## config.mk

```make
export PLATFORM = sky130hd
export DESIGN_NAME = uab_top
export DESIGN_NICKNAME = d
export VERILOG_FILES = /design/src/hdl/uab_pkg.sv /design/src/hdl/uab_top.sv
export SDC_FILE = /design/constraint.sdc
export NUM_CORES = 1
export LEC_CHECK = 0
export BUFFER_PORTS_ARGS = -buffer_cell sky130_fd_sc_hd__buf_2
export CAP_MARGIN = 15
export CORE_UTILIZATION = 65
export CTS_BUF_LIST = sky130_fd_sc_hd__clkbuf_16
export CTS_CLUSTER_DIAMETER = 120
export DETAILED_ROUTE_END_ITERATION = 7
export PLACE_DENSITY = 0.83
export SLEW_MARGIN = 20
export SYNTH_ARGS = -nofsm -noshare
export SYNTH_HDL_FRONTEND = slang
export SYNTH_HIERARCHICAL = 1
export SYNTH_SLANG_ARGS = --single-unit
```

## constraint.sdc

```tcl
create_clock -name REF_CLK_I -period 13.3 [get_ports REF_CLK_I]
set_input_delay 2.66 -clock REF_CLK_I [delete_from_list [all_inputs] [get_ports REF_CLK_I]]
set_output_delay 2.66 -clock REF_CLK_I [all_outputs]
set_load 0.02 [all_outputs]
```

## src/hdl/uab_pkg.sv

```systemverilog
/*
  Constants, register map and types of the buffered 8N1 serial port.
  Assumes a 10 MHz reference clock and an Avalon-MM slave with byte addresses.
*/
// Function
// - Eight data bits, no parity, one stop
// - Non-inverted logic levels on both lines
// - Newer revision: lines follow enabled timers
// - Older revision: transmit on SDA, receive SCL
// - Buffer receive data only after enable
// - Read reports occupancy before read, max 32
// - Up to 64 queued bytes, occupancy returned
// - Flush discards received bytes only, value ignored
// - Newer revision: 16-bit factor, 48 MHz base
// - Older revision: 8-bit factor, timer base
package uab_pkg;

  // ---------------------------------------------------------------
  // Timing
  // ---------------------------------------------------------------
  localparam int unsigned CLK_HZ        = 10_000_000;
  localparam int unsigned CLK_PERIOD_NS = 100;
  localparam int unsigned NEW_BASE_HZ   = 48_000_000;
  localparam int unsigned ACC_UNIT_HZ   = 100_000;
  localparam logic [23:0] ACC_PER_CLK   = 24'(CLK_HZ / ACC_UNIT_HZ);
  localparam logic [23:0] NEW_STEP      = 24'(NEW_BASE_HZ / ACC_UNIT_HZ);
  localparam logic [16:0] NEW_SPAN      = 17'h10000;
  localparam logic [8:0]  OLD_SPAN      = 9'h100;

  // ---------------------------------------------------------------
  // Sizes
  // ---------------------------------------------------------------
  localparam int unsigned DATA_BITS    = 8;
  localparam int unsigned RX_DEPTH     = 32;
  localparam int unsigned TX_DEPTH     = 64;
  localparam int unsigned TX_MAX_BYTES = 56;
  localparam int unsigned FLEX_LINES   = 16;

  // ---------------------------------------------------------------
  // Register byte offsets
  // ---------------------------------------------------------------
  localparam logic [7:0] OFS_CTRL   = 8'h00;
  localparam logic [7:0] OFS_BAUD   = 8'h04;
  localparam logic [7:0] OFS_TXDATA = 8'h08;
  localparam logic [7:0] OFS_RXDATA = 8'h0C;
  localparam logic [7:0] OFS_STATUS = 8'h10;
  localparam logic [7:0] OFS_FLUSH  = 8'h14;

  // ---------------------------------------------------------------
  // Fields and reset values
  // ---------------------------------------------------------------
  localparam int unsigned CTRL_RXEN_BIT = 0;
  localparam int unsigned CTRL_REV_BIT  = 1;
  localparam int unsigned CTRL_OFS_LSB  = 4;
  localparam int unsigned CTRL_TMR_LSB  = 8;
  localparam logic        CTRL_RXEN_RST = 1'b0;
  localparam logic        CTRL_REV_RST  = 1'b1;
  localparam logic [3:0]  CTRL_OFS_RST  = 4'h4;
  localparam logic [1:0]  CTRL_TMR_RST  = 2'h0;
  localparam logic [15:0] BAUD_RST      = 16'hF63C;
  localparam int unsigned STAT_RXCNT_LSB = 0;
  localparam int unsigned STAT_BUSY_BIT  = 8;
  localparam int unsigned STAT_OVF_BIT   = 9;
  localparam int unsigned STAT_FERR_BIT  = 10;
  localparam int unsigned STAT_TXCNT_LSB = 16;

  typedef enum logic [1:0] {
    S_IDLE  = 2'b00,
    S_START = 2'b01,
    S_DATA  = 2'b10,
    S_STOP  = 2'b11
  } uab_ser_t;

endpackage : uab_pkg

```

## src/hdl/uab_top.sv

```systemverilog
/*
  Buffered 8N1 serial port: Avalon-MM register slave, receive FIFO, transmit
  FIFO, baud generators and pin mapping for both hardware revisions.
  Assumes one 10 MHz clock, an asynchronous active-low reset and pins that
  are asynchronous to the clock.
*/
`timescale 1ns/1ps

module uab_fifo #(
  parameter int unsigned WIDTH = 8,
  parameter int unsigned DEPTH = 32
) (
  input  wire logic                    clk_i,
  input  wire logic                    rst_n_i,
  input  wire logic                    flush_i,
  input  wire logic                    in_valid_i,
  output logic                         in_ready_o,
  input  wire logic [WIDTH-1:0]        in_data_i,
  output logic                         out_valid_o,
  input  wire logic                    out_ready_i,
  output logic [WIDTH-1:0]             out_data_o,
  output logic [$clog2(DEPTH):0]       count_o
);
  localparam int unsigned AW = $clog2(DEPTH);

  logic [WIDTH-1:0] mem_r [DEPTH];
  logic [AW-1:0]    wr_ptr_r;
  logic [AW-1:0]    rd_ptr_r;
  logic [AW:0]      count_r;
  logic             push;
  logic             pop;

  assign in_ready_o  = (count_r != (AW+1)'(DEPTH));
  assign out_valid_o = (count_r != '0);
  assign out_data_o  = mem_r[rd_ptr_r];
  assign count_o     = count_r;
  assign push        = in_valid_i && in_ready_o;
  assign pop         = out_valid_o && out_ready_i;

  always_ff @(posedge clk_i) begin
    if (push) begin
      mem_r[wr_ptr_r] <= in_data_i;
    end
  end

  always_ff @(posedge clk_i or negedge rst_n_i) begin
    if (!rst_n_i) begin
      wr_ptr_r <= '0;
      rd_ptr_r <= '0;
      count_r  <= '0;
    end else if (flush_i) begin
      wr_ptr_r <= '0;
      rd_ptr_r <= '0;
      count_r  <= '0;
    end else begin
      if (push) wr_ptr_r <= wr_ptr_r + 1'b1;
      if (pop) rd_ptr_r <= rd_ptr_r + 1'b1;
      count_r <= count_r + (AW+1)'(push) - (AW+1)'(pop);
    end
  end
endmodule : uab_fifo

module uab_top #(
  parameter int unsigned TIMER_BASE_HZ = 4_000_000
) (
  input  wire logic                     REF_CLK_I,
  input  wire logic                     RSTN_I,
  input  wire logic [7:0]               AVS_ADDRESS_I,
  input  wire logic                     AVS_READ_I,
  input  wire logic                     AVS_WRITE_I,
  input  wire logic [31:0]              AVS_WRITEDATA_I,
  input  wire logic [3:0]               AVS_BYTEENABLE_I,
  output logic [31:0]                   AVS_READDATA_O,
  output logic                          AVS_WAITREQUEST_O,
  input  wire logic [uab_pkg::FLEX_LINES-1:0] FLEX_IO_I,
  output logic [uab_pkg::FLEX_LINES-1:0]      FLEX_IO_O,
  output logic [uab_pkg::FLEX_LINES-1:0]      FLEX_IO_OE,
  input  wire logic                     SDA_I,
  output logic                          SDA_O,
  output logic                          SDA_OE,
  input  wire logic                     SCL_I,
  output logic                          SCL_O,
  output logic                          SCL_OE
);
  import uab_pkg::*;

  localparam logic [23:0] OLD_STEP = 24'(TIMER_BASE_HZ / ACC_UNIT_HZ);

  // ---------------------------------------------------------------
  // Functions
  // ---------------------------------------------------------------
  function automatic logic [24:0] baud_adv(input logic [23:0] acc,
                                           input logic [23:0] step,
                                           input logic [23:0] thr);
    logic [23:0] sum;
    sum = acc + step;
    baud_adv = (sum >= thr) ? {1'b1, sum - thr} : {1'b0, sum};
  endfunction : baud_adv

  // ---------------------------------------------------------------
  // Declarations
  // ---------------------------------------------------------------
  logic                 rxen_r;
  logic                 rev_r;
  logic [3:0]           pofs_r;
  logic [1:0]           tmr_r;
  logic [15:0]          baud_r;
  logic                 rd_done_r;
  logic [31:0]          rdata_r;
  logic [31:0]          rd_word;
  logic                 rd_take;
  logic                 wr_take;
  logic [16:0]          sync1_r;
  logic [16:0]          sync2_r;
  logic [4:0]           tx_idx;
  logic [4:0]           rx_idx;
  logic                 rx_line;
  logic [16:0]          span;
  logic [23:0]          thr;
  logic [23:0]          step;
  uab_ser_t             tx_st_r;
  logic [23:0]          tx_acc_r;
  logic                 tx_half_r;
  logic [2:0]           tx_bit_r;
  logic [7:0]           tx_sh_r;
  logic                 tx_line_r;
  logic [24:0]          tx_adv;
  logic                 tx_bit_end;
  uab_ser_t             rx_st_r;
  logic [23:0]          rx_acc_r;
  logic                 rx_half_r;
  logic [2:0]           rx_bit_r;
  logic [7:0]           rx_sh_r;
  logic                 rx_done_r;
  logic [24:0]          rx_adv;
  logic                 rx_bit_end;
  logic                 ovf_r;
  logic                 ferr_r;
  logic                 flush;
  logic                 rx_push;
  logic                 rx_in_ready;
  logic                 rx_out_valid;
  logic [7:0]           rx_out_data;
  logic [5:0]           rx_cnt;
  logic                 tx_in_valid;
  logic                 tx_in_ready;
  logic                 tx_out_valid;
  logic [7:0]           tx_out_data;
  logic [6:0]           tx_cnt;
  logic                 tx_pop;
  logic [FLEX_LINES-1:0] flex_o_r;
  logic [FLEX_LINES-1:0] flex_oe_r;
  logic                 sda_o_r;
  logic                 sda_oe_r;

  // ---------------------------------------------------------------
  // Avalon-MM slave
  // ---------------------------------------------------------------
  assign AVS_WAITREQUEST_O = (AVS_READ_I && !rd_done_r) ||
                             (AVS_WRITE_I && AVS_ADDRESS_I == OFS_TXDATA && !tx_in_ready);
  assign rd_take           = AVS_READ_I && !rd_done_r;
  assign wr_take           = AVS_WRITE_I && !AVS_WAITREQUEST_O;
  assign AVS_READDATA_O    = rdata_r;
  assign flush             = wr_take && AVS_ADDRESS_I == OFS_FLUSH;
  assign tx_in_valid       = AVS_WRITE_I && AVS_ADDRESS_I == OFS_TXDATA;

  always_comb begin
    rd_word = 32'h0000_0000;
    unique case (AVS_ADDRESS_I)
      OFS_CTRL: begin
        rd_word[CTRL_RXEN_BIT]           = rxen_r;
        rd_word[CTRL_REV_BIT]            = rev_r;
        rd_word[CTRL_OFS_LSB +: 4]       = pofs_r;
        rd_word[CTRL_TMR_LSB +: 2]       = tmr_r;
      end
      OFS_BAUD:   rd_word[15:0] = baud_r;
      OFS_RXDATA: rd_word[7:0]  = rx_out_valid ? rx_out_data : 8'h00;
      OFS_STATUS: begin
        rd_word[STAT_RXCNT_LSB +: 6]     = rx_cnt;
        rd_word[STAT_BUSY_BIT]           = (tx_st_r != S_IDLE) || tx_out_valid;
        rd_word[STAT_OVF_BIT]            = ovf_r;
        rd_word[STAT_FERR_BIT]           = ferr_r;
        rd_word[STAT_TXCNT_LSB +: 7]     = tx_cnt;
      end
      default:    rd_word = 32'h0000_0000;
    endcase
  end

  always_ff @(posedge REF_CLK_I or negedge RSTN_I) begin
    if (!RSTN_I) begin
      rd_done_r <= 1'b0;
      rdata_r   <= 32'h0000_0000;
    end else begin
      rd_done_r <= rd_take;
      if (rd_take) rdata_r <= rd_word;
    end
  end

  always_ff @(posedge REF_CLK_I or negedge RSTN_I) begin
    if (!RSTN_I) begin
      rxen_r <= CTRL_RXEN_RST;
      rev_r  <= CTRL_REV_RST;
      pofs_r <= CTRL_OFS_RST;
      tmr_r  <= CTRL_TMR_RST;
      baud_r <= BAUD_RST;
    end else if (wr_take) begin
      if (AVS_ADDRESS_I == OFS_CTRL && AVS_BYTEENABLE_I[0]) begin
        rxen_r <= AVS_WRITEDATA_I[CTRL_RXEN_BIT];
        rev_r  <= AVS_WRITEDATA_I[CTRL_REV_BIT];
        pofs_r <= AVS_WRITEDATA_I[CTRL_OFS_LSB +: 4];
      end
      if (AVS_ADDRESS_I == OFS_CTRL && AVS_BYTEENABLE_I[1]) tmr_r <= AVS_WRITEDATA_I[CTRL_TMR_LSB +: 2];
      if (AVS_ADDRESS_I == OFS_BAUD && AVS_BYTEENABLE_I[0]) baud_r[7:0] <= AVS_WRITEDATA_I[7:0];
      if (AVS_ADDRESS_I == OFS_BAUD && AVS_BYTEENABLE_I[1]) baud_r[15:8] <= AVS_WRITEDATA_I[15:8];
    end
  end

  // ---------------------------------------------------------------
  // Pin synchronisers and mapping
  // ---------------------------------------------------------------
  always_ff @(posedge REF_CLK_I or negedge RSTN_I) begin
    if (!RSTN_I) begin
      sync1_r <= 17'h1FFFF;
      sync2_r <= 17'h1FFFF;
    end else begin
      sync1_r <= {SCL_I, FLEX_IO_I};
      sync2_r <= sync1_r;
    end
  end

  assign tx_idx  = 5'(pofs_r) + 5'(tmr_r);
  assign rx_idx  = tx_idx + 5'h01;
  assign rx_line = rev_r ? (rx_idx[4] ? 1'b1 : sync2_r[rx_idx[3:0]]) : sync2_r[16];

  always_ff @(posedge REF_CLK_I or negedge RSTN_I) begin
    if (!RSTN_I) begin
      flex_o_r  <= {FLEX_LINES{1'b1}};
      flex_oe_r <= '0;
      sda_o_r   <= 1'b1;
      sda_oe_r  <= 1'b0;
    end else begin
      flex_o_r  <= {FLEX_LINES{1'b1}};
      flex_oe_r <= '0;
      if (rev_r && !tx_idx[4]) begin
        flex_o_r[tx_idx[3:0]]  <= tx_line_r;
        flex_oe_r[tx_idx[3:0]] <= 1'b1;
      end
      sda_o_r  <= rev_r ? 1'b1 : tx_line_r;
      sda_oe_r <= !rev_r;
    end
  end

  assign FLEX_IO_O  = flex_o_r;
  assign FLEX_IO_OE = flex_oe_r;
  assign SDA_O      = sda_o_r;
  assign SDA_OE     = sda_oe_r;
  assign SCL_O      = 1'b1;
  assign SCL_OE     = 1'b0;

  // ---------------------------------------------------------------
  // Baud generation
  // ---------------------------------------------------------------
  assign span = rev_r ? (NEW_SPAN - {1'b0, baud_r}) : {8'h00, OLD_SPAN - {1'b0, baud_r[7:0]}};
  assign thr  = rev_r ? 24'(span * ACC_PER_CLK) : 24'((span * ACC_PER_CLK) >> 1);
  assign step = rev_r ? NEW_STEP : OLD_STEP;
  assign tx_adv     = baud_adv(tx_acc_r, step, thr);
  assign rx_adv     = baud_adv(rx_acc_r, step, thr);
  assign tx_bit_end = tx_adv[24] && tx_half_r;
  assign rx_bit_end = rx_adv[24] && rx_half_r;

  // ---------------------------------------------------------------
  // Transmitter
  // ---------------------------------------------------------------
  assign tx_pop = (tx_st_r == S_IDLE) && tx_out_valid;

  always_ff @(posedge REF_CLK_I or negedge RSTN_I) begin
    if (!RSTN_I) begin
      tx_acc_r  <= '0;
      tx_half_r <= 1'b0;
    end else if (tx_st_r == S_IDLE) begin
      tx_acc_r  <= '0;
      tx_half_r <= 1'b0;
    end else begin
      tx_acc_r <= tx_adv[23:0];
      if (tx_adv[24]) tx_half_r <= !tx_half_r;
    end
  end

  always_ff @(posedge REF_CLK_I or negedge RSTN_I) begin
    if (!RSTN_I) begin
      tx_st_r   <= S_IDLE;
      tx_bit_r  <= 3'h0;
      tx_sh_r   <= 8'h00;
      tx_line_r <= 1'b1;
    end else begin
      unique case (tx_st_r)
        S_IDLE: begin
          tx_line_r <= 1'b1;
          if (tx_pop) begin
            tx_sh_r   <= tx_out_data;
            tx_line_r <= 1'b0;
            tx_st_r   <= S_START;
          end
        end
        S_START: if (tx_bit_end) begin
          tx_st_r   <= S_DATA;
          tx_line_r <= tx_sh_r[0];
          tx_bit_r  <= 3'h0;
        end
        S_DATA: if (tx_bit_end) begin
          if (tx_bit_r == 3'(DATA_BITS - 1)) begin
            tx_st_r   <= S_STOP;
            tx_line_r <= 1'b1;
          end else begin
            tx_bit_r  <= tx_bit_r + 3'h1;
            tx_sh_r   <= {1'b0, tx_sh_r[7:1]};
            tx_line_r <= tx_sh_r[1];
          end
        end
        S_STOP: if (tx_bit_end) tx_st_r <= S_IDLE;
      endcase
    end
  end

  uab_fifo #(.WIDTH(DATA_BITS), .DEPTH(TX_DEPTH)) u_tx_fifo (
    .clk_i       (REF_CLK_I),
    .rst_n_i     (RSTN_I),
    .flush_i     (1'b0),
    .in_valid_i  (tx_in_valid),
    .in_ready_o  (tx_in_ready),
    .in_data_i   (AVS_WRITEDATA_I[7:0]),
    .out_valid_o (tx_out_valid),
    .out_ready_i (tx_pop),
    .out_data_o  (tx_out_data),
    .count_o     (tx_cnt)
  );

  // ---------------------------------------------------------------
  // Receiver
  // ---------------------------------------------------------------
  always_ff @(posedge REF_CLK_I or negedge RSTN_I) begin
    if (!RSTN_I) begin
      rx_acc_r  <= '0;
      rx_half_r <= 1'b0;
    end else if (rx_st_r == S_IDLE || rx_st_r == S_START) begin
      rx_acc_r  <= (rx_st_r == S_IDLE) ? 24'h000000 : rx_adv[23:0];
      rx_half_r <= 1'b0;
    end else begin
      rx_acc_r <= rx_adv[23:0];
      if (rx_adv[24]) rx_half_r <= !rx_half_r;
    end
  end

  always_ff @(posedge REF_CLK_I or negedge RSTN_I) begin
    if (!RSTN_I) begin
      rx_st_r   <= S_IDLE;
      rx_bit_r  <= 3'h0;
      rx_sh_r   <= 8'h00;
      rx_done_r <= 1'b0;
    end else begin
      rx_done_r <= 1'b0;
      unique case (rx_st_r)
        S_IDLE: if (!rx_line) rx_st_r <= S_START;
        S_START: if (rx_adv[24]) begin
          rx_st_r  <= rx_line ? S_IDLE : S_DATA;
          rx_bit_r <= 3'h0;
        end
        S_DATA: if (rx_bit_end) begin
          rx_sh_r <= {rx_line, rx_sh_r[7:1]};
          if (rx_bit_r == 3'(DATA_BITS - 1)) rx_st_r <= S_STOP;
          rx_bit_r <= rx_bit_r + 3'h1;
        end
        S_STOP: if (rx_bit_end) begin
          rx_done_r <= rx_line;
          rx_st_r   <= S_IDLE;
        end
      endcase
    end
  end

  assign rx_push = rx_done_r && rxen_r;

  always_ff @(posedge REF_CLK_I or negedge RSTN_I) begin
    if (!RSTN_I) begin
      ovf_r  <= 1'b0;
      ferr_r <= 1'b0;
    end else begin
      if (rx_push && !rx_in_ready) ovf_r <= 1'b1;
      else if (flush) ovf_r <= 1'b0;
      if (rx_st_r == S_STOP && rx_bit_end && !rx_line) ferr_r <= 1'b1;
      else if (flush) ferr_r <= 1'b0;
    end
  end

  uab_fifo #(.WIDTH(DATA_BITS), .DEPTH(RX_DEPTH)) u_rx_fifo (
    .clk_i       (REF_CLK_I),
    .rst_n_i     (RSTN_I),
    .flush_i     (flush),
    .in_valid_i  (rx_push),
    .in_ready_o  (rx_in_ready),
    .in_data_i   (rx_sh_r),
    .out_valid_o (rx_out_valid),
    .out_ready_i (rd_take && AVS_ADDRESS_I == OFS_RXDATA),
    .out_data_o  (rx_out_data),
    .count_o     (rx_cnt)
  );

  // ---------------------------------------------------------------
  // Assertions
  // ---------------------------------------------------------------
  a_tx_idle_high: assert property (@(posedge REF_CLK_I) disable iff (!RSTN_I)
    (tx_st_r == S_IDLE && $past(tx_st_r) == S_IDLE) |-> tx_line_r)
    else $error("Transmit line not idle high");
  a_tx_start_low: assert property (@(posedge REF_CLK_I) disable iff (!RSTN_I)
    (tx_st_r == S_START) |-> !tx_line_r)
    else $error("Start bit not low");
  a_tx_stop_bit: assert property (@(posedge REF_CLK_I) disable iff (!RSTN_I)
    (tx_st_r == S_DATA && tx_bit_end && tx_bit_r == 3'h7) |=> (tx_st_r == S_STOP && tx_line_r))
    else $error("Stop bit not after eighth data bit");
  a_rx_gate_en: assert property (@(posedge REF_CLK_I) disable iff (!RSTN_I)
    !rxen_r |=> (rx_cnt <= $past(rx_cnt)))
    else $error("Byte buffered while receive disabled");
  a_rx_cap_32: assert property (@(posedge REF_CLK_I) disable iff (!RSTN_I)
    rx_cnt <= 6'h20)
    else $error("Receive occupancy above 32");
  a_flush_empty: assert property (@(posedge REF_CLK_I) disable iff (!RSTN_I)
    flush |=> (rx_cnt == 6'h00 && !rx_out_valid))
    else $error("Flush left bytes in buffer");
  a_sda_map: assert property (@(posedge REF_CLK_I) disable iff (!RSTN_I)
    !rev_r |=> (SDA_OE && SDA_O == $past(tx_line_r) && FLEX_IO_OE == 16'h0000))
    else $error("Older revision transmit not on SDA");
  a_flex_map: assert property (@(posedge REF_CLK_I) disable iff (!RSTN_I)
    (rev_r && !tx_idx[4]) |=> (FLEX_IO_OE == (16'h0001 << $past(tx_idx)) && !SDA_OE))
    else $error("Newer revision transmit line misplaced");
endmodule : uab_top

```

==> out/summary.txt <==
=====================================================================================
Status                                                                      completed
Final worst path period share                                                   59.5%
Via count of the first global-routing pass                                     28,300
Largest family of logic cells by synthesized area                        multiplexers
Slowest-stage cell, CP                                                   sky130_fd_sc_hd__a21o_1
TritonCTS clock tree                                                              yes
Remaining number of nets flagged by the antenna check after routing                 0
Cell row count                                                                     96
# clock sinks                                                                     997
Power density relative to cell area                                       184 mW/mm^2
Initial antenna violation count                                                     4
Post-route total power                                                        9.18 mW
Clock-pin slew on the worst setup and hold paths                                60 ps
Setup TNS                                                                        0 ps
Filler-free cell count of the finished design                                   4,229
Type of origin of the critical path                                              flop
Async set-reset flop share out of synthesis                                     23.0%
Final #Nets                                                                     3,445
Number of instances resized during post-cts repair                                  0
Adder-cell share of the synthesized area                                        4.75%
Layout Skew                                                                   44.8 ps
Number of distinct library cells after synthesis                                  101
Data required, critical path                                                13,800 ps
VDD IR-drop max                                                              0.166 mV
Number of synthesized flops with an enable pin                                    768
Most frequent standard cell in the layout excluding fill and tap cells   sky130_fd_sc_hd__edfxtp_1
Number of max-cap violations                                                        0
Fraction of synthesized area in multiplexers                                    11.7%
WS Path Type                                                             flop to flop
Routed wire per std cell                                                      25.2 um
Die Ht                                                                         267 um
Cell leakage power                                                            18.1 nW
Number of DRC violations after detailed routing                                     0
Synthesized cell area                                                    0.0458 sq mm
Detailed Route WL                                                              107 mm
Post-DR vias/cell                                                                6.65
Share of layout cells above drive strength 1                                    16.8%
Post-CTS repair timing setup buffer count                                           0
Number of top-level design ports                                                  135
Final-layout worst hold slack                                                  356 ps
Buffers and inverters on the worst path                                             4
Crit end category                                                                flop
Post-Synth Simple-Gate Area                                                     7.66%
Compound-Gate Fraction of Synth Area                                            7.26%
Area of the die                                                          0.0715 sq mm
Post-synthesis instance total                                                   3,131
Prevailing post-synth register cell                                      sky130_fd_sc_hd__edfxtp_1
Largest net degree at the start of global routing                                  89
Width of the die                                                               267 um
Fmax achieved                                                                 126 MHz
DP Wirelength                                                                 66.8 mm
Routing usage on met2                                                           49.0%
Most used routing layer in global routing                                        met2
Met1 track demand over resource                                                 40.0%
Setup ws final                                                                5380 ps
Deepest level of the CTS H-tree                                                     3
Finished Cell Area                                                       0.0499 sq mm
GRT overflow                                                                        0
Post-detailed-placement cell area                                        0.0468 sq mm
Cell class contributing the biggest share of worst-path delay            simple AND/OR/NAND/NOR gates
GRT Util Overall                                                                30.2%
Number of max-slew violations in the final report                                   0
Minimum setup slack after placement                                           5630 ps
CTS Buf Count                                                                      95
DR vias                                                                        28,100
Worst Max-Slew Pin Slew                                                       1170 ps
Number of DRC violations after detailed-routing iteration 0                     3,134
Number of buffers inserted for hold repair after clock tree synthesis               0
Final min period                                                              7920 ps
Met3 track demand over resource                                                 6.37%
Setup repair after global routing missed its margin                                no
Cells after DPL                                                                 4,051
Maximum clock insertion buffer count                                                3
Number of endpoints failing setup at the final stage                                0
Final Hold Violating Endpoints                                                      0
Core ar.                                                                 0.0692 sq mm
Util after Layout                                                               72.1%
Later-pin clock latency in the skew report                                     670 ps
Relative slew margins                                                           22.2%
Mean cell area of the mapped netlist                                       14.6 sq um
First-pass GRT wire length                                                     163 mm
Number of warnings issued by yosys                                                  6
Starting density of the core                                                    66.2%
Maximum fanout count along the critical path                                       14
Fraction of the yosys area taken by sequential cells                            63.0%
Count of buffers from port buffering                                              104
Most used cells in the layout excluding fill and tap cells               sky130_fd_sc_hd__edfxtp_1 (768), sky130_fd_sc_hd__nor2_1 (319), sky130_fd_sc_hd__nand2_1 (189), sky130_fd_sc_hd__dfrtp_1 (155), sky130_fd_sc_hd__ha_1 (144)
Hold crit path type                                                      flop to flop
Endpoint arrival time on the critical path                                    8410 ps
Root buf cell                                                            sky130_fd_sc_hd__clkbuf_16
Critical Path Max Stage Delay                                                  610 ps
Area delta synth->final                                                         8.87%
First drt pass iteration count                                                      6
Count of filler cells inserted in the layout                                    4,110
GPL Wtd Cong                                                                    0.905
Synthesized-area fraction occupied by xor and xnor cells                        2.62%
Number of synthesized register bits                                               997
=====================================================================================
==> registers in the layout (all words and copies together), names as in the netlist, 8 cells and up <==
register	count
baud_r	16
u_rx_fifo/mem_r	256
tx_sh_r	8
u_tx_fifo/mem_r	512
FLEX_IO_OE	16
sync2_r	17
rx_sh_r	8
FLEX_IO_O	16
rx_acc_r	23
AVS_READDATA_O	23
sync1_r	17
tx_acc_r	23
==> path summary, 6_finish.rpt <==
path,endpoint,start,cells past startpoint,slack [ps]
max,tx_sh_r[2]$_DFFE_PN0P_,baud_r[0]$_DFFE_PN0P_,29,5380
max in group asynchronous,u_tx_fifo/rd_ptr_r[1]$_DFFE_PN0P_,RSTN_I,2,9760
min reg2reg,sync2_r[3]$_DFF_PN1_,sync1_r[3]$_DFF_PN1_,0,360
max reg2reg,tx_sh_r[2]$_DFFE_PN0P_,baud_r[0]$_DFFE_PN0P_,29,5380
min in group asynchronous,AVS_READDATA_O[6]$_DFFE_PN0P_,RSTN_I,1,2030
min,sync2_r[3]$_DFF_PN1_,sync1_r[3]$_DFF_PN1_,0,360
==> worst register-to-register path: cells and delay by family, from the launching register on <==
| family | cells | cell delay (ps) |
|---|---|---|
| mux | 1 | 290 |
| compound gates | 7 | 2080 |
| buf+inv | 4 | 360 |
| fa+ha+maj | 5 | 1850 |
| simple gates | 10 | 2350 |
| xor+xnor | 2 | 360 |
| flops | 1 | 470 |
==> final cells by class <==
cell class | count | area, sq um | share of cell area, %
clock buffers | 96 | 2400 | 4.82
well taps | 931 | 1160 | 2.34
multi-input cells | 1882 | 15600 | 31.4
inverters | 118 | 443 | 0.888
flip-flops and latches | 997 | 28900 | 58.0
clock inverters | 79 | 596 | 1.19
diodes | 2 | 5.00 | 0.0100
repair buffers | 124 | 713 | 1.43
==> logic make-up after synthesis <==
kind of cell / count (synthesis)
buffers and inverters: 262
XOR/XNOR: 137
flip-flops: 997
multiplexers: 330
adder cells (fa/ha/maj): 164
AO/OA/AOI/OAI: 480
AND/OR/NAND/NOR: 759
other: 2
==> routing by layer <==
| layer | vias to the layer above | share of wire (%) |
|---|---|---|
| met4 | 2 | 4.3 |
| met5 | - | 0.012 |
| met3 | 352 | 9.2 |
| li1 | 12000 | - |
| met2 | 1661 | 49 |
| met1 | 14100 | 38 |
==> cell usage after synthesis (all sizes together), types with 85 or more instances <==
cell type,count,area share (%)
edfxtp,768,50
nor2,324,2.7
nand2,190,1.6
dfrtp,165,9.0
mux4,153,7.7
ha,144,3.9
mux2i,141,3.1
a21oi,117,1.3
inv,117,0.96
o21ai,93,1.0
buf,86,1.5
xnor2,85,1.6
==> report_power, final <==
| group | switching [mW] | internal [mW] | leakage, nW |
|---|---|---|---|
| Clock | 1.19 | 1.41 | 1.56 |
| Combinational | 1.69 | 1.20 | 6.77 |
| Sequential | 0.170 | 3.52 | 9.79 |
No activity file was read; power rests on OpenSTA's default activity.
